**src/hdl/nfcw_defines.svh**
```systemverilog
`ifndef NFCW_DEFINES_SVH
`define NFCW_DEFINES_SVH

// Command codes and lengths
`define NFCW_CMD_PROTO       8'h02
`define NFCW_CMD_IDLE        8'h07
`define NFCW_CMD_REGISTER_READ_CMD       8'h08
`define NFCW_CMD_REGISTER_WRITE_CMD       8'h09
`define NFCW_IDLE_LEN        8'h0e
`define NFCW_RD_LEN          8'h03
`define NFCW_WR_LEN_IDX      8'h03
`define NFCW_WR_LEN_VAL      8'h04

// Register addresses and index
`define NFCW_ADDR_WAKEFLAG   8'h62
`define NFCW_ADDR_ANALOG_RD  8'h69
`define NFCW_ADDR_ANALOG_WR  8'h68
`define NFCW_ANALOG_IDX      8'h04

// Analog tuning field layout and values
`define NFCW_SENS_MSB        5
`define NFCW_SENS_LSB        4
`define NFCW_LMI_MSB         3
`define NFCW_LMI_LSB         0
`define NFCW_ANALOG_MASK     8'h3f
`define NFCW_ANALOG_RESET    8'h00
`define NFCW_ANALOG_DEFAULT  8'h27

// Result codes and wake sources
`define NFCW_RES_OK          8'h00
`define NFCW_RES_ERR         8'h82
`define NFCW_SRC_FIELD       8'h04
`define NFCW_SRC_PIN         8'h08
`define NFCW_SRC_FIELD_BIT   2
`define NFCW_SRC_PIN_BIT     3
`define NFCW_ENTER_HIBERNATE 16'h0400

// Frame buffer and timing
`define NFCW_RX_DEPTH        16
`define NFCW_WAKE_TIME_US    6000
`define NFCW_CLK_MHZ         40

`endif

```
**src/hdl/nfcw_pkg.sv**
```systemverilog
package nfcw_pkg;

    typedef logic [7:0] nfcw_byte_t;

    typedef enum logic [2:0] {
        ST_POWERUP   = 3'b000,
        ST_WAKING    = 3'b001,
        ST_READY     = 3'b010,
        ST_HIBERNATE = 3'b011,
        ST_SLEEP     = 3'b100
    } nfcw_state_e;

endpackage

```
**src/hdl/nfcw_spi_slave.sv**
```systemverilog
`timescale 1ns/1ps
`default_nettype none

module nfcw_spi_slave (
    input  wire logic            core_clk,    // System clock
    input  wire logic            rst_n,       // Async reset, active low
    input  wire logic            spi_sck,     // Serial clock pin
    input  wire logic            spi_mosi,    // Serial data in pin
    input  wire logic            spi_cs_n,    // Chip select pin, active low
    input  wire nfcw_pkg::nfcw_byte_t tx_byte, // Byte to shift out next
    output logic                 spi_miso,    // Serial data out
    output nfcw_pkg::nfcw_byte_t rx_byte,     // Last received byte
    output logic                 rx_valid,    // Pulse: rx_byte complete
    output logic                 frame_start, // Pulse: select asserted
    output logic                 frame_end    // Pulse: select released
);
    import nfcw_pkg::*;

    logic       sck_meta, sck_sync, sck_prev;
    logic       mosi_meta, mosi_sync;
    logic       cs_meta, cs_sync, cs_prev;
    logic [2:0] bit_cnt;
    nfcw_byte_t rx_sh;
    nfcw_byte_t tx_sh;
    logic       sck_rise, sck_fall;

    // Two-stage synchronisers for all pins
    always_ff @(posedge core_clk or negedge rst_n) begin
        if (!rst_n) begin
            sck_meta  <= 1'b0;
            sck_sync  <= 1'b0;
            sck_prev  <= 1'b0;
            mosi_meta <= 1'b0;
            mosi_sync <= 1'b0;
            cs_meta   <= 1'b1;
            cs_sync   <= 1'b1;
            cs_prev   <= 1'b1;
        end else begin
            sck_meta  <= spi_sck;
            sck_sync  <= sck_meta;
            sck_prev  <= sck_sync;
            mosi_meta <= spi_mosi;
            mosi_sync <= mosi_meta;
            cs_meta   <= spi_cs_n;
            cs_sync   <= cs_meta;
            cs_prev   <= cs_sync;
        end
    end

    assign sck_rise = sck_sync & ~sck_prev & ~cs_sync;
    assign sck_fall = ~sck_sync & sck_prev & ~cs_sync;

    // Frame boundary pulses
    always_ff @(posedge core_clk or negedge rst_n) begin
        if (!rst_n) begin
            frame_start <= 1'b0;
            frame_end   <= 1'b0;
        end else begin
            frame_start <= cs_prev & ~cs_sync;
            frame_end   <= ~cs_prev & cs_sync;
        end
    end

    // Receive on rising edge, mode 0
    always_ff @(posedge core_clk or negedge rst_n) begin
        if (!rst_n) begin
            bit_cnt  <= 3'h0;
            rx_sh    <= 8'h00;
            rx_byte  <= 8'h00;
            rx_valid <= 1'b0;
        end else begin
            rx_valid <= 1'b0;
            if (cs_prev & ~cs_sync) begin
                bit_cnt <= 3'h0;
            end else if (sck_rise) begin
                rx_sh   <= {rx_sh[6:0], mosi_sync};
                bit_cnt <= bit_cnt + 3'h1;
                if (bit_cnt == 3'h7) begin
                    rx_byte  <= {rx_sh[6:0], mosi_sync};
                    rx_valid <= 1'b1;
                end
            end
        end
    end

    // Transmit on falling edge, next byte loaded at byte boundary
    always_ff @(posedge core_clk or negedge rst_n) begin
        if (!rst_n) begin
            tx_sh    <= 8'h00;
            spi_miso <= 1'b0;
        end else if (cs_prev & ~cs_sync) begin
            spi_miso <= tx_byte[7];
            tx_sh    <= {tx_byte[6:0], 1'b0};
        end else if (sck_fall) begin
            if (bit_cnt == 3'h0) begin
                spi_miso <= tx_byte[7];
                tx_sh    <= {tx_byte[6:0], 1'b0};
            end else begin
                spi_miso <= tx_sh[7];
                tx_sh    <= {tx_sh[6:0], 1'b0};
            end
        end
    end

endmodule

`default_nettype wire

```
**src/hdl/nfcw_core.sv**
```systemverilog
`timescale 1ns/1ps
`default_nettype none
`include "nfcw_defines.svh"

// Overview of operation
// - After power-on wait in power-up for wake
// - Wake pulse selects SPI, ready after 6 ms
// - Hibernate wakes only on wake pin pulse
// - Low power keeps only wake source resources
// - Read command 08 03 addr 01 00 returns data
// - Bad read/write length answers 82 00
// - Write command 09, length 3 or 4, increment
// - Tuning register lives at analog index 04
// - Bits 5:4 select demodulator sensitivity
// - Bits 3:0 set load modulation index
// - Protocol choice loads defaults, writes override
// - Tuning register cleared on power loss
// - Successful write answers 00 00
// - Idle is 07 0E, source, three control words
// - Leaving low power answers 00 01 source
module nfcw_core #(
    parameter int WAKE_CYCLES = `NFCW_WAKE_TIME_US * `NFCW_CLK_MHZ
) (
    input  wire logic            core_clk,         // System clock, 40 MHz
    input  wire logic            rst_n,            // Async reset, active low
    input  wire logic            spi_sck,          // Serial clock pin
    input  wire logic            spi_mosi,         // Serial data in pin
    input  wire logic            spi_cs_n,         // Chip select, active low
    input  wire logic            wake_n,           // Wake pin, low pulse wakes
    input  wire logic            field_detect,     // Field detector output
    output logic                 spi_miso,         // Serial data out
    output logic                 resp_ready,       // Reply waiting to be read
    output logic                 dev_ready,        // Ready state reached
    output logic                 spi_selected,     // Host interface chosen
    output logic                 field_det_en,     // Field detector powered
    output logic                 slow_osc_en,      // Slow oscillator powered
    output nfcw_pkg::nfcw_byte_t analog_rf_tuning  // Tuning to analog front end
);
    import nfcw_pkg::*;
    localparam int CW = $clog2(WAKE_CYCLES + 1);
    if (WAKE_CYCLES < 2) begin : g_bad_wake
        $error("WAKE_CYCLES must be at least 2");
    end

    nfcw_state_e   state_reg;
    logic [CW-1:0] wait_cnt_reg;
    nfcw_byte_t    rx_mem [0:`NFCW_RX_DEPTH-1];
    logic [4:0]    rx_cnt_reg;
    nfcw_byte_t    resp_mem [0:2];
    logic [1:0]    resp_len_reg, resp_idx_reg;
    nfcw_byte_t    wake_src_reg, wake_flag_reg, index_reg;
    logic          wake_meta, wake_sync, wake_prev, fld_meta, fld_sync;
    nfcw_byte_t    rx_byte, tx_byte, cmd, len, wake_code;
    logic          rx_valid, frame_start, frame_end, do_wake;
    logic          wake_fall, exec, cnt_ok, rd_ok, wr_ok, idle_ok, proto;

    nfcw_spi_slave u_spi (
        .core_clk    (core_clk),
        .rst_n       (rst_n),
        .spi_sck     (spi_sck),
        .spi_mosi    (spi_mosi),
        .spi_cs_n    (spi_cs_n),
        .tx_byte     (tx_byte),
        .spi_miso    (spi_miso),
        .rx_byte     (rx_byte),
        .rx_valid    (rx_valid),
        .frame_start (frame_start),
        .frame_end   (frame_end)
    );

    // Synchronise wake pin and field detector
    always_ff @(posedge core_clk or negedge rst_n) begin
        if (!rst_n) begin
            wake_meta <= 1'b1;
            wake_sync <= 1'b1;
            wake_prev <= 1'b1;
            fld_meta  <= 1'b0;
            fld_sync  <= 1'b0;
        end else begin
            wake_meta <= wake_n;
            wake_sync <= wake_meta;
            wake_prev <= wake_sync;
            fld_meta  <= field_detect;
            fld_sync  <= fld_meta;
        end
    end

    // Command decode from the collected frame
    assign wake_fall = wake_prev & ~wake_sync;
    assign cmd       = rx_mem[0];
    assign len       = rx_mem[1];
    assign cnt_ok    = ({4'h0, rx_cnt_reg} == ({1'b0, len} + 9'h002));
    assign exec      = frame_end & (state_reg == ST_READY) & ~resp_ready;
    assign idle_ok   = (cmd == `NFCW_CMD_IDLE) & (len == `NFCW_IDLE_LEN) & cnt_ok;
    assign rd_ok     = (cmd == `NFCW_CMD_REGISTER_READ_CMD) & (len == `NFCW_RD_LEN) & cnt_ok
                     & ((rx_mem[2] == `NFCW_ADDR_WAKEFLAG)
                     | (rx_mem[2] == `NFCW_ADDR_ANALOG_RD));
    assign wr_ok     = (cmd == `NFCW_CMD_REGISTER_WRITE_CMD) & cnt_ok
                     & ((len == `NFCW_WR_LEN_IDX) | (len == `NFCW_WR_LEN_VAL))
                     & (rx_mem[2] == `NFCW_ADDR_ANALOG_WR);
    assign proto     = (cmd == `NFCW_CMD_PROTO);
    assign tx_byte   = (resp_ready && (resp_idx_reg < resp_len_reg))
                     ? resp_mem[resp_idx_reg] : 8'h00;

    // Wake event per state; hibernate listens to the pin only
    always_comb begin
        do_wake   = 1'b0;
        wake_code = `NFCW_SRC_PIN;
        if (state_reg == ST_HIBERNATE) begin
            do_wake = wake_fall;
        end else if (state_reg == ST_SLEEP) begin
            if (wake_fall && wake_src_reg[`NFCW_SRC_PIN_BIT]) begin
                do_wake = 1'b1;
            end else if (fld_sync && wake_src_reg[`NFCW_SRC_FIELD_BIT]) begin
                do_wake   = 1'b1;
                wake_code = `NFCW_SRC_FIELD;
            end
        end
    end

    // Frame collection, capped at buffer depth
    always_ff @(posedge core_clk or negedge rst_n) begin
        if (!rst_n) begin
            rx_cnt_reg <= 5'h00;
            for (int i = 0; i < `NFCW_RX_DEPTH; i++) begin
                rx_mem[i] <= 8'h00;
            end
        end else if (frame_start) begin
            rx_cnt_reg <= 5'h00;
        end else if (rx_valid) begin
            if (rx_cnt_reg < 5'(`NFCW_RX_DEPTH)) begin
                rx_mem[rx_cnt_reg[3:0]] <= rx_byte;
            end
            if (rx_cnt_reg != 5'h1f) begin
                rx_cnt_reg <= rx_cnt_reg + 5'h01;
            end
        end
    end
    // Power state machine; control words arrive first byte high
    always_ff @(posedge core_clk or negedge rst_n) begin
        if (!rst_n) begin
            state_reg     <= ST_POWERUP;
            wait_cnt_reg  <= '0;
            spi_selected  <= 1'b0;
            dev_ready     <= 1'b0;
            field_det_en  <= 1'b0;
            slow_osc_en   <= 1'b0;
            wake_src_reg  <= 8'h00;
        end else begin
            case (state_reg)
                ST_POWERUP: begin
                    if (wake_fall) begin
                        state_reg    <= ST_WAKING;
                        wait_cnt_reg <= '0;
                        spi_selected <= 1'b1;
                    end
                end
                ST_WAKING: begin
                    if (wait_cnt_reg == CW'(WAKE_CYCLES - 1)) begin
                        state_reg <= ST_READY;
                        dev_ready <= 1'b1;
                    end else begin
                        wait_cnt_reg <= wait_cnt_reg + 1'b1;
                    end
                end
                ST_READY: begin
                    if (exec && idle_ok) begin
                        wake_src_reg <= rx_mem[2];
                        dev_ready    <= 1'b0;
                        if ({rx_mem[3], rx_mem[4]} == `NFCW_ENTER_HIBERNATE) begin
                            state_reg <= ST_HIBERNATE;
                        end else begin
                            state_reg    <= ST_SLEEP;
                            slow_osc_en  <= 1'b1;
                            field_det_en <= rx_mem[2][`NFCW_SRC_FIELD_BIT];
                        end
                    end
                end
                ST_HIBERNATE, ST_SLEEP: begin
                    if (do_wake) begin
                        state_reg    <= ST_READY;
                        dev_ready    <= 1'b1;
                        slow_osc_en  <= 1'b0;
                        field_det_en <= 1'b0;
                    end
                end
                default: state_reg <= ST_POWERUP;
            endcase
        end
    end
    // Wake-up flag register
    always_ff @(posedge core_clk or negedge rst_n) begin
        if (!rst_n) begin
            wake_flag_reg <= 8'h00;
        end else if (do_wake) begin
            wake_flag_reg <= wake_code;
        end
    end

    // Analog tuning register and its index
    always_ff @(posedge core_clk or negedge rst_n) begin
        if (!rst_n) begin
            analog_rf_tuning <= `NFCW_ANALOG_RESET;
            index_reg        <= 8'h00;
        end else if (exec && proto) begin
            analog_rf_tuning <= `NFCW_ANALOG_DEFAULT;
        end else if (exec && wr_ok) begin
            if (len == `NFCW_WR_LEN_VAL) begin
                if (rx_mem[4] == `NFCW_ANALOG_IDX) begin
                    analog_rf_tuning <= rx_mem[5] & `NFCW_ANALOG_MASK;
                end
                index_reg <= rx_mem[4] + {7'h00, rx_mem[3][0]};
            end else begin
                index_reg <= rx_mem[4];
            end
        end
    end

    // Reply buffer: loaded by commands and wake-ups, drained by a read frame
    always_ff @(posedge core_clk or negedge rst_n) begin
        if (!rst_n) begin
            resp_ready   <= 1'b0;
            resp_len_reg <= 2'h0;
            resp_idx_reg <= 2'h0;
            for (int i = 0; i < 3; i++) begin
                resp_mem[i] <= 8'h00;
            end
        end else begin
            if (frame_end) begin
                resp_idx_reg <= 2'h0;
            end else if (rx_valid && resp_ready && resp_idx_reg != 2'h3) begin
                resp_idx_reg <= resp_idx_reg + 2'h1;
            end
            if (do_wake) begin
                resp_mem[0]  <= `NFCW_RES_OK;
                resp_mem[1]  <= 8'h01;
                resp_mem[2]  <= wake_code;
                resp_len_reg <= 2'h3;
                resp_ready   <= 1'b1;
            end else if (exec && !idle_ok) begin
                resp_ready   <= 1'b1;
                resp_len_reg <= 2'h2;
                resp_mem[0]  <= `NFCW_RES_OK;
                resp_mem[1]  <= 8'h00;
                if (rd_ok) begin
                    resp_mem[1]  <= 8'h01;
                    resp_mem[2]  <= (rx_mem[2] == `NFCW_ADDR_WAKEFLAG) ? wake_flag_reg
                                  : (index_reg == `NFCW_ANALOG_IDX) ? analog_rf_tuning : 8'h00;
                    resp_len_reg <= 2'h3;
                end else if (!(wr_ok || proto)) begin
                    resp_mem[0] <= `NFCW_RES_ERR;
                end
            end else if (frame_end && resp_ready) begin
                resp_ready <= 1'b0;
            end
        end
    end
    chk_powerup_hold: assert property (@(posedge core_clk) disable iff (!rst_n)
        (state_reg == ST_POWERUP) && !wake_fall |=> (state_reg == ST_POWERUP) && !resp_ready)
        else $error("left power-up without wake pulse");
    chk_ready_delay: assert property (@(posedge core_clk) disable iff (!rst_n)
        (state_reg == ST_WAKING) && (wait_cnt_reg == CW'(WAKE_CYCLES - 1))
        |=> (state_reg == ST_READY) && dev_ready && spi_selected)
        else $error("ready not reached at end of wake delay");
    chk_hibernate_pin: assert property (@(posedge core_clk) disable iff (!rst_n)
        (state_reg == ST_HIBERNATE) && !wake_fall |=> (state_reg == ST_HIBERNATE))
        else $error("hibernate left without pin pulse");
    chk_power_gating: assert property (@(posedge core_clk) disable iff (!rst_n)
        field_det_en |-> (state_reg == ST_SLEEP) && wake_src_reg[`NFCW_SRC_FIELD_BIT])
        else $error("field detector powered outside field-wake sleep");
    chk_length_error: assert property (@(posedge core_clk) disable iff (!rst_n)
        exec && ((cmd == `NFCW_CMD_REGISTER_WRITE_CMD) || (cmd == `NFCW_CMD_REGISTER_READ_CMD)) && !rd_ok && !wr_ok
        |=> resp_ready && (resp_mem[0] == `NFCW_RES_ERR) && (resp_mem[1] == 8'h00))
        else $error("bad length not answered with error");
    chk_write_reply: assert property (@(posedge core_clk) disable iff (!rst_n)
        exec && wr_ok |=> (resp_mem[0] == `NFCW_RES_OK) && (resp_mem[1] == 8'h00)
        && (resp_len_reg == 2'h2))
        else $error("write reply wrong");
    chk_tuning_write: assert property (@(posedge core_clk) disable iff (!rst_n)
        exec && wr_ok && (len == `NFCW_WR_LEN_VAL) && (rx_mem[4] == `NFCW_ANALOG_IDX)
        |=> analog_rf_tuning == ($past(rx_mem[5]) & `NFCW_ANALOG_MASK))
        else $error("tuning register not updated");
    chk_proto_default: assert property (@(posedge core_clk) disable iff (!rst_n)
        exec && proto |=> analog_rf_tuning == `NFCW_ANALOG_DEFAULT)
        else $error("protocol choice did not load default");
    chk_wake_reply: assert property (@(posedge core_clk) disable iff (!rst_n)
        do_wake |=> resp_ready && (resp_mem[1] == 8'h01) && (resp_mem[2] == $past(wake_code))
        && (state_reg == ST_READY))
        else $error("wake reply wrong");
    chk_no_early_cmd: assert property (@(posedge core_clk) disable iff (!rst_n)
        frame_end && (state_reg != ST_READY) |=> $stable(analog_rf_tuning) && $stable(index_reg))
        else $error("command taken before ready");
endmodule

`default_nettype wire

```
**config.mk**
```make
export PLATFORM = sky130hd
export DESIGN_NAME = nfcw_core
export DESIGN_NICKNAME = d
export VERILOG_FILES = /design/src/hdl/nfcw_pkg.sv /design/src/hdl/nfcw_spi_slave.sv /design/src/hdl/nfcw_core.sv
export VERILOG_INCLUDE_DIRS = /design/src /design/src/hdl
export SDC_FILE = /design/constraint.sdc
export NUM_CORES = 1
export LEC_CHECK = 0
export ABC_AREA = 1
export ABC_CLOCK_PERIOD_IN_PS = 3900
export BUFFER_PORTS_ARGS = -buffer_cell sky130_fd_sc_hd__clkbuf_2
export CORE_ASPECT_RATIO = 1.4
export CORE_MARGIN = 3
export CORE_UTILIZATION = 25
export DETAILED_ROUTE_END_ITERATION = 12
export PLACE_DENSITY = 0.46
export RECOVER_POWER = 25
export SLEW_MARGIN = 5
export SYNTH_ARGS = -nofsm -noshare
export SYNTH_HDL_FRONTEND = slang
export SYNTH_SLANG_ARGS = --single-unit
```
**constraint.sdc**
```tcl
create_clock -name core_clk -period 3.9 [get_ports core_clk]
set_input_delay 0 -clock core_clk [delete_from_list [all_inputs] [get_ports core_clk]]
set_output_delay 0 -clock core_clk [all_outputs]
set_load 0.05 [all_outputs]
```
==> impl_results.md, run 1 <==
- Hold WC Path Type: in2async
- Worst Tran Pin Value: 708.9 ps
- Data arrival, critical path: 2680 ps
- Detailed Route WL: 17490 um
- Global Route Usage Sum: 12.03%
- Crit-path cells: nor3_2, nand2_2, nand2_1, nand2_1, nor2_1, nand2_1, a21oi_1
- Pwr dens: 470.1 nW/um^2
- Worst Clk Skew: 8.934 ps
- Buffers on Ports: 18
- Multi-input gate area: 2952 um^2
- CTS tree: yes
- Vias: 5680
- Max-cap viol count: 0
- Max-slew headroom: 52.63%
- Yosys reg bits: 148
- Largest area contributor in the netlist: dfrtp_1
- Peak Freq: 431.3 MHz
- Fin crit share: 59.45%
- Initial antenna violation count: 0
- Setup bufs post-CTS: 0
- Fillers: 3125
- Gpl congestion: 0.8081
- Die footprint: 31200 um^2
- Ports: 21
- Peak supply drop: 237.8 uV
- DRC viols: 0
- Cell mode on critical path: nand2_1
- Met3 Track Usage GR: 2.555%
- Vias in the first global route: 5703
- Endpoint class of the critical path: register
- Synth top area share: 48.86%
- H-tree Lvls: 4
- Share of layout cells above drive strength 1: 8.915%
- Placed cell count: 1268
- Clock Tree Root: clkbuf_16
- Die Wd: 150.2 um
- Clock Tree Buf Depth: 2
- Remaining Overflow, GRT: 0
- Peak fanout along the critical path: 21
- Seq. cell area: 3711 um^2
- Post-route ant nets: 0
- Synth area leaders: dfrtp_1 (49%), nand2_1 (11%), o21ai_0 (7.2%)
- Yosys cell types: 45
- Largest net degree at the start of global routing: 58
- Global routing's busiest layer: met2
- Die Ht: 207.8 um
- Yosys warning count: 0
- Non-Filler Instances: 1306
- Clock sinks: 148
- Tmin final: 2319 ps
- Most common cell after layout, fill and taps aside: nand2_1
- Fin. Hold Viols: 0
- Drt pass-1 iters: 4
- Avg WL per Cell: 13.39 um
- Pwr Total: 0.003963 W
- DP HPWL: 13010 um
- Latest clock arrival within the worst-skew pair: 430 ps
- Met1 global-route usage: 13.38%
- Mapped Area: 7273 um^2
- Commonest non-fill, non-tap cells in the layout: nand2_1 (209), dfrtp_1 (142), inv_1 (134)
- DRT iter0 DRCs: 247
- Initial Utilization: 25.52%
- Core ar.: 28500 um^2
- Status: finished clean
- Syn avg cell area: 8.191 um^2
- Max reg flops: 30
- Crit-path max cell delay: 610 ps
- First-pass GRT wire length: 29400 um
- Inserted Clock Buffers: 17
- Unrepaired setup endpoints after global routing: no
- Clk slew on worst S/H paths: 60 ps
- Slew Viols, Final: 0
- Std cell rows: 73
- Area Growth Syn to Fin: 15.90%
- Total leakage power: 4.020 nW
- Register area share after synthesis: 51.02%
- Worst path slowest cell: nor3_2
- Syn Inst Count: 888
- Worst setup path category: reg2reg
- Fin nets: 939
- Setup TNS: 0 ps
- Fin area: 8429 um^2
- Diodes inserted: 0
- Routed vias/inst: 4.349
- CP required: 4260 ps
- Grt met2 use: 22.17%
- Placed cell area: 7776 um^2
- Startpoint Class: register
- Setup violators final: 0
==> per-layer routing <==
layer  vias to the layer above  wire, um
li1                       2927         -
met1                      2663      7165
met2                        68      9505
met3                        22       472
met4                         0       344
met5                         -         0
==> power by group <==
| group | internal, W | switching, W | leakage (nW) | total [W] |
|---|---|---|---|---|
| Sequential | 0.00163 | 0.0000742 | 1.99 | 0.00171 |
| Combinational | 0.000146 | 0.000425 | 1.74 | 0.000571 |
| Clock | 0.00102 | 0.000664 | 0.289 | 0.00168 |
==> synth_stat cells (all sizes together) <==
cell type / number
or2: 1
nor3b: 1
a21oi: 17
and3: 1
buf: 6
conb: 1
dfstp: 6
xnor2: 1
nand3b: 2
o21ai: 106
and3b: 1
nor3: 23
nor2: 67
nand4: 26
clkinv: 2
nor4: 2
ha: 14
inv: 140
nand3: 67
a31oi: 3
o31ai: 3
o22ai: 6
nand2: 219
clkbuf: 10
o211ai: 2
a41oi: 4
xor2: 15
dfrtp: 142
==> stage by stage <==
step | hold WS (ps) | utilization, % | worst slack (ps)
after floorplan | -295.6 | - | 2124
final | 88.30 | 29.58 | 1581
after detailed placement | 8.059 | 27.29 | 1596
after global placement | 10.56 | 27.29 | 1612
after global routing | 170.8 | 29.58 | 1343
after CTS | 109.9 | 29.61 | 1581
==> timing repair <==
item                      4_1_cts  5_1_grt
hold endpoints to repair       60        0
gates resized for setup         0        0
hold buffers                    6        0
==> logic make-up (layout without fill, tap and decap cells) <==
kind of cell / Yosys count / in the layout / synth area share (%)
simple gates: 410 / 410 / 25.65
other cells: 1 / 2 / 0.05156
compound gates: 141 / 141 / 10.49
buf+inv: 158 / 200 / 8.447
xor+xnor: 16 / 16 / 1.927
flops: 148 / 148 / 51.02
fa+ha+maj: 14 / 14 / 2.408
==> worst max-delay path: cells and delay by family, from the launching register on <==
family	cells	cell delay (ps)
flip-flops	1	430
AO/OA/AOI/OAI	1	120
AND/OR/NAND/NOR	6	1700
==> final timing paths <==
check	depth (start not counted)	to	start	slack (ps)
min	2	rx_mem[110]$_DFFE_PN0P_	rst_n	90
min in group core_clk	2	u_spi.cs_meta$_DFF_PN1_	spi_cs_n	200
min reg2reg	0	fld_sync$_DFF_PN0_	fld_meta$_DFF_PN0_	350
max	7	wait_cnt_reg[5]$_DFFE_PN0P_	state_reg[1]$_DFFE_PN0P_	1580
max reg2reg	7	wait_cnt_reg[5]$_DFFE_PN0P_	state_reg[1]$_DFFE_PN0P_	1580
max in group asynchronous	3	u_spi.tx_sh[4]$_DFFE_PN0P_	rst_n	2760
==> final cells by class <==
| class | instances | area share [%] |
|---|---|---|
| timing repair buffer | 26 | 1.930 |
| clock buffer | 19 | 5.255 |
| inverter | 142 | 6.323 |
| tap | 375 | 5.566 |
| clock inverter | 13 | 1.885 |
| sequential | 148 | 44.03 |
| multi-input combinational | 583 | 35.02 |
Note: power is estimated with default switching activity, not from simulation.
==> inputs of run 2 (changes only) <==
--- a/config.mk
+++ b/config.mk
@@ -7,13 +7,13 @@
 export NUM_CORES = 1
 export LEC_CHECK = 0
 export ABC_AREA = 1
-export ABC_CLOCK_PERIOD_IN_PS = 3900
+export ABC_CLOCK_PERIOD_IN_PS = 1900
 export BUFFER_PORTS_ARGS = -buffer_cell sky130_fd_sc_hd__clkbuf_2
 export CORE_ASPECT_RATIO = 1.4
 export CORE_MARGIN = 3
 export CORE_UTILIZATION = 25
 export DETAILED_ROUTE_END_ITERATION = 12
-export PLACE_DENSITY = 0.46
+export PLACE_DENSITY = 0.47
 export RECOVER_POWER = 25
 export SLEW_MARGIN = 5
 export SYNTH_ARGS = -nofsm -noshare
==> constraint.sdc (replaced) <==
create_clock -name core_clk -period 1.9 [get_ports core_clk]
set_input_delay 0 -clock core_clk [delete_from_list [all_inputs] [get_ports core_clk]]
set_output_delay 0 -clock core_clk [all_outputs]
set_load 0.05 [all_outputs]
==> impl_results.md, run 2 (same netlist as run 1, synthesis figures left out) <==
- Fin. Hold Viols: 0 (unchanged)
- Cell mode on critical path: nand2_2
- Clock sinks: 148 (unchanged)
- Worst setup path category: reg2reg
- Buf/Inv on CP: 4 (+4)
- Crit-path max cell delay: 400 ps (-210 ps)
- Crit-path cells: buf_4, nand3_1, clkinv_1, nand2_1, nand2_2, nand3_4, nor2_8, nand2_4, nor2_4, buf_6, nand2_2, o21ai_2, inv_1
- Remaining Overflow, GRT: 0 (unchanged)
- Startpoint Class: register
- DP HPWL: 13910 um (+7.0%)
- Vias in the first global route: 5980 (+4.9%)
- Most common cell after layout, fill and taps aside: nand2_1
- Peak Freq: 536.1 MHz (+24%)
- Die Ht: 207.8 um (unchanged)
- Total leakage power: 4.355 nW (+8.3%)
- Post-route ant nets: 0 (unchanged)
- CP delay by family, top: simple AND/OR/NAND/NOR gates
- Max-cap viol count: 0 (unchanged)
- Clk slew on worst S/H paths: 70 ps (about the same)
- Largest net degree at the start of global routing: 60 (+3.4%)
- Peak supply drop: 478.6 uV (+100%)
- Pwr dens: 918.2 nW/um^2 (+95%)
- Fin area: 8996 um^2 (+6.7%)
- Clock Tree Buf Depth: 2 (unchanged)
- Vias: 5916 (+4.2%)
- Max-slew headroom: 59.73% (+7.1 points)
- Dpl ws: -45.44 ps (-1642 ps)
- Setup violators final: 0 (unchanged)
- Die footprint: 31200 um^2 (unchanged)
- Initial antenna violation count: 0 (unchanged)
- Fin util: 31.57% (+2.0 points)
- Fin crit share: 98.17% (+39 points)
- H-tree Lvls: 4 (unchanged)
- R2r endpoint: index_reg[6]$_DFFE_PN0P_
- Max reg flops: 30 (unchanged)
- Ports: 21 (unchanged)
- Final WS setup: 34.77 ps (-1547 ps)
- Data arrival, critical path: 2180 ps (-500 ps)
- Die Wd: 150.2 um (unchanged)
- Slew Viols, Final: 0 (unchanged)
- Reg2Reg Depth: 13 (+6)
- Drt pass-1 iters: 4 (unchanged)
- Peak fanout along the critical path: 8 (-62%)
- Diodes inserted: 0 (unchanged)
- Global Route Usage Sum: 12.42% (+0.39 points)
- Avg WL per Cell: 13.49 um (+0.74%)
- Core ar.: 28500 um^2 (unchanged)
- Status: finished clean
- CP required: 2210 ps (-2050 ps)
- First-pass GRT wire length: 30510 um (+3.8%)
- Worst path slowest cell: dfrtp_1
- FF-to-FF setup slack: 30 ps (-1550 ps)
- Clock Tree Root: clkbuf_16
- CTS tree: yes
- Unrepaired setup endpoints after global routing: yes
- FF-to-FF Start: len[2]$_DFFE_PN0P_
- Hold WC Path Type: in2async
- Inserted Clock Buffers: 17 (unchanged)
- Gpl congestion: 0.8415 (+4.1%)
- Fin nets: 999 (+6.4%)
- Worst Tran Pin Value: 604.0 ps (-104.8 ps)
- Tmin final: 1865 ps (-453.4 ps)
- Routed vias/inst: 4.331 (-0.42%)
- DRC viols: 0 (unchanged)
- DRT iter0 DRCs: 360 (+46%)
- Initial Utilization: 25.52% (unchanged)
- Endpoint class of the critical path: register
- Worst Clk Skew: 10.98 ps (+2.047 ps)
- Share of layout cells above drive strength 1: 17.96% (+9.0 points)
- Buffers on Ports: 18 (unchanged)
- Detailed Route WL: 18430 um (+5.4%)
- Area Growth Syn to Fin: 23.69%
- Fillers: 3078 (-1.5%)
- Latest clock arrival within the worst-skew pair: 430 ps (about the same)
- Commonest non-fill, non-tap cells in the layout: nand2_1 (203), dfrtp_1 (140), inv_1 (131)
- Placed cell area: 8217 um^2 (+5.7%)
- Std cell rows: 73 (unchanged)
==> run 2: worst max path at each step <==
stage | start | to | cells after the start
final | len[2]$_DFFE_PN0P_ | index_reg[6]$_DFFE_PN0P_ | 13
after CTS | len[1]$_DFFE_PN0P_ | resp_mem[3]$_DFFE_PN0P_ | 15
after global routing | len[2]$_DFFE_PN0P_ | index_reg[0]$_DFFE_PN0P_ | 14
after floorplan | len[1]$_DFFE_PN0P_ | index_reg[4]$_DFFE_PN0P_ | 12
after detailed placement | wake_prev$_DFF_PN1_ | wait_cnt_reg[5]$_DFFE_PN0P_ | 10
after global placement | wake_prev$_DFF_PN1_ | wait_cnt_reg[15]$_DFFE_PN0P_ | 9
==> run 2: area by class of cell <==
| class | count | area [um^2] | area share (%) |
|---|---|---|---|
| clock buffers | 18 | 439.2 | 4.882 |
| clock inverters | 14 | 146.4 | 1.627 |
| inverters | 142 | 533.0 | 5.925 |
| multi-input cells | 584 | 3068 | 34.10 |
| flip-flops and latches | 148 | 3714 | 41.28 |
| well taps | 375 | 469.2 | 5.216 |
| repair buffers | 85 | 626.9 | 6.968 |
==> run 2: power breakdown <==
part           internal [W]  leakage [nW]  switching, W  total [W]
Combinational      0.000455          2.09      0.000991    0.00145
Clock               0.00188         0.280       0.00147    0.00335
Sequential          0.00335          1.99      0.000113    0.00347
Total               0.00569          4.36       0.00257    0.00826
==> run 2: timing repair <==
action | in CTS | in global routing
gates resized for setup | 1 | 42
endpoints found under the hold margin | 58 | 0
gates cloned | 0 | 1
pin swaps | 0 | 12
buffers inserted | 0 | 2
setup endpoints to repair | 9 | 46
hold buffers | 6 | 0
==> run 2: metrics by stage <==
step                      instances  setup TNS [ps]  total power, W  hold slack (ps)
after global routing           1366          -722.0        0.008703            170.0
after global placement         1325          -41.42        0.004912            35.62
after CTS                      1363               0        0.008325            151.6
after detailed placement       1325          -220.5        0.004925            38.02
final                          1366               0        0.008260            116.0
after floorplan                 889               0        0.004394           -295.6
==> run 2: worst reg2reg max path, stage by stage (launching register included) <==
cell and delay, ps:
dfrtp_1 400, buf_4 160, nand3_1 110, clkinv_1 110, nand2_1 70, nand2_2 90, nand3_4 100, nor2_8 180
nand2_4 70, nor2_4 140, buf_6 140, nand2_2 60, o21ai_2 60, inv_1 50
==> run 2: layer usage <==
| metal | vias to the layer above | wire [um] | global-route usage, % |
|---|---|---|---|
| li1 | 3048 | - | - |
| met4 | 0 | 475 | 5.242 |
| met5 | - | 0 | 0 |
| met3 | 25 | 261 | 1.987 |
| met1 | 2790 | 7676 | 14.07 |
| met2 | 53 | 10010 | 22.73 |
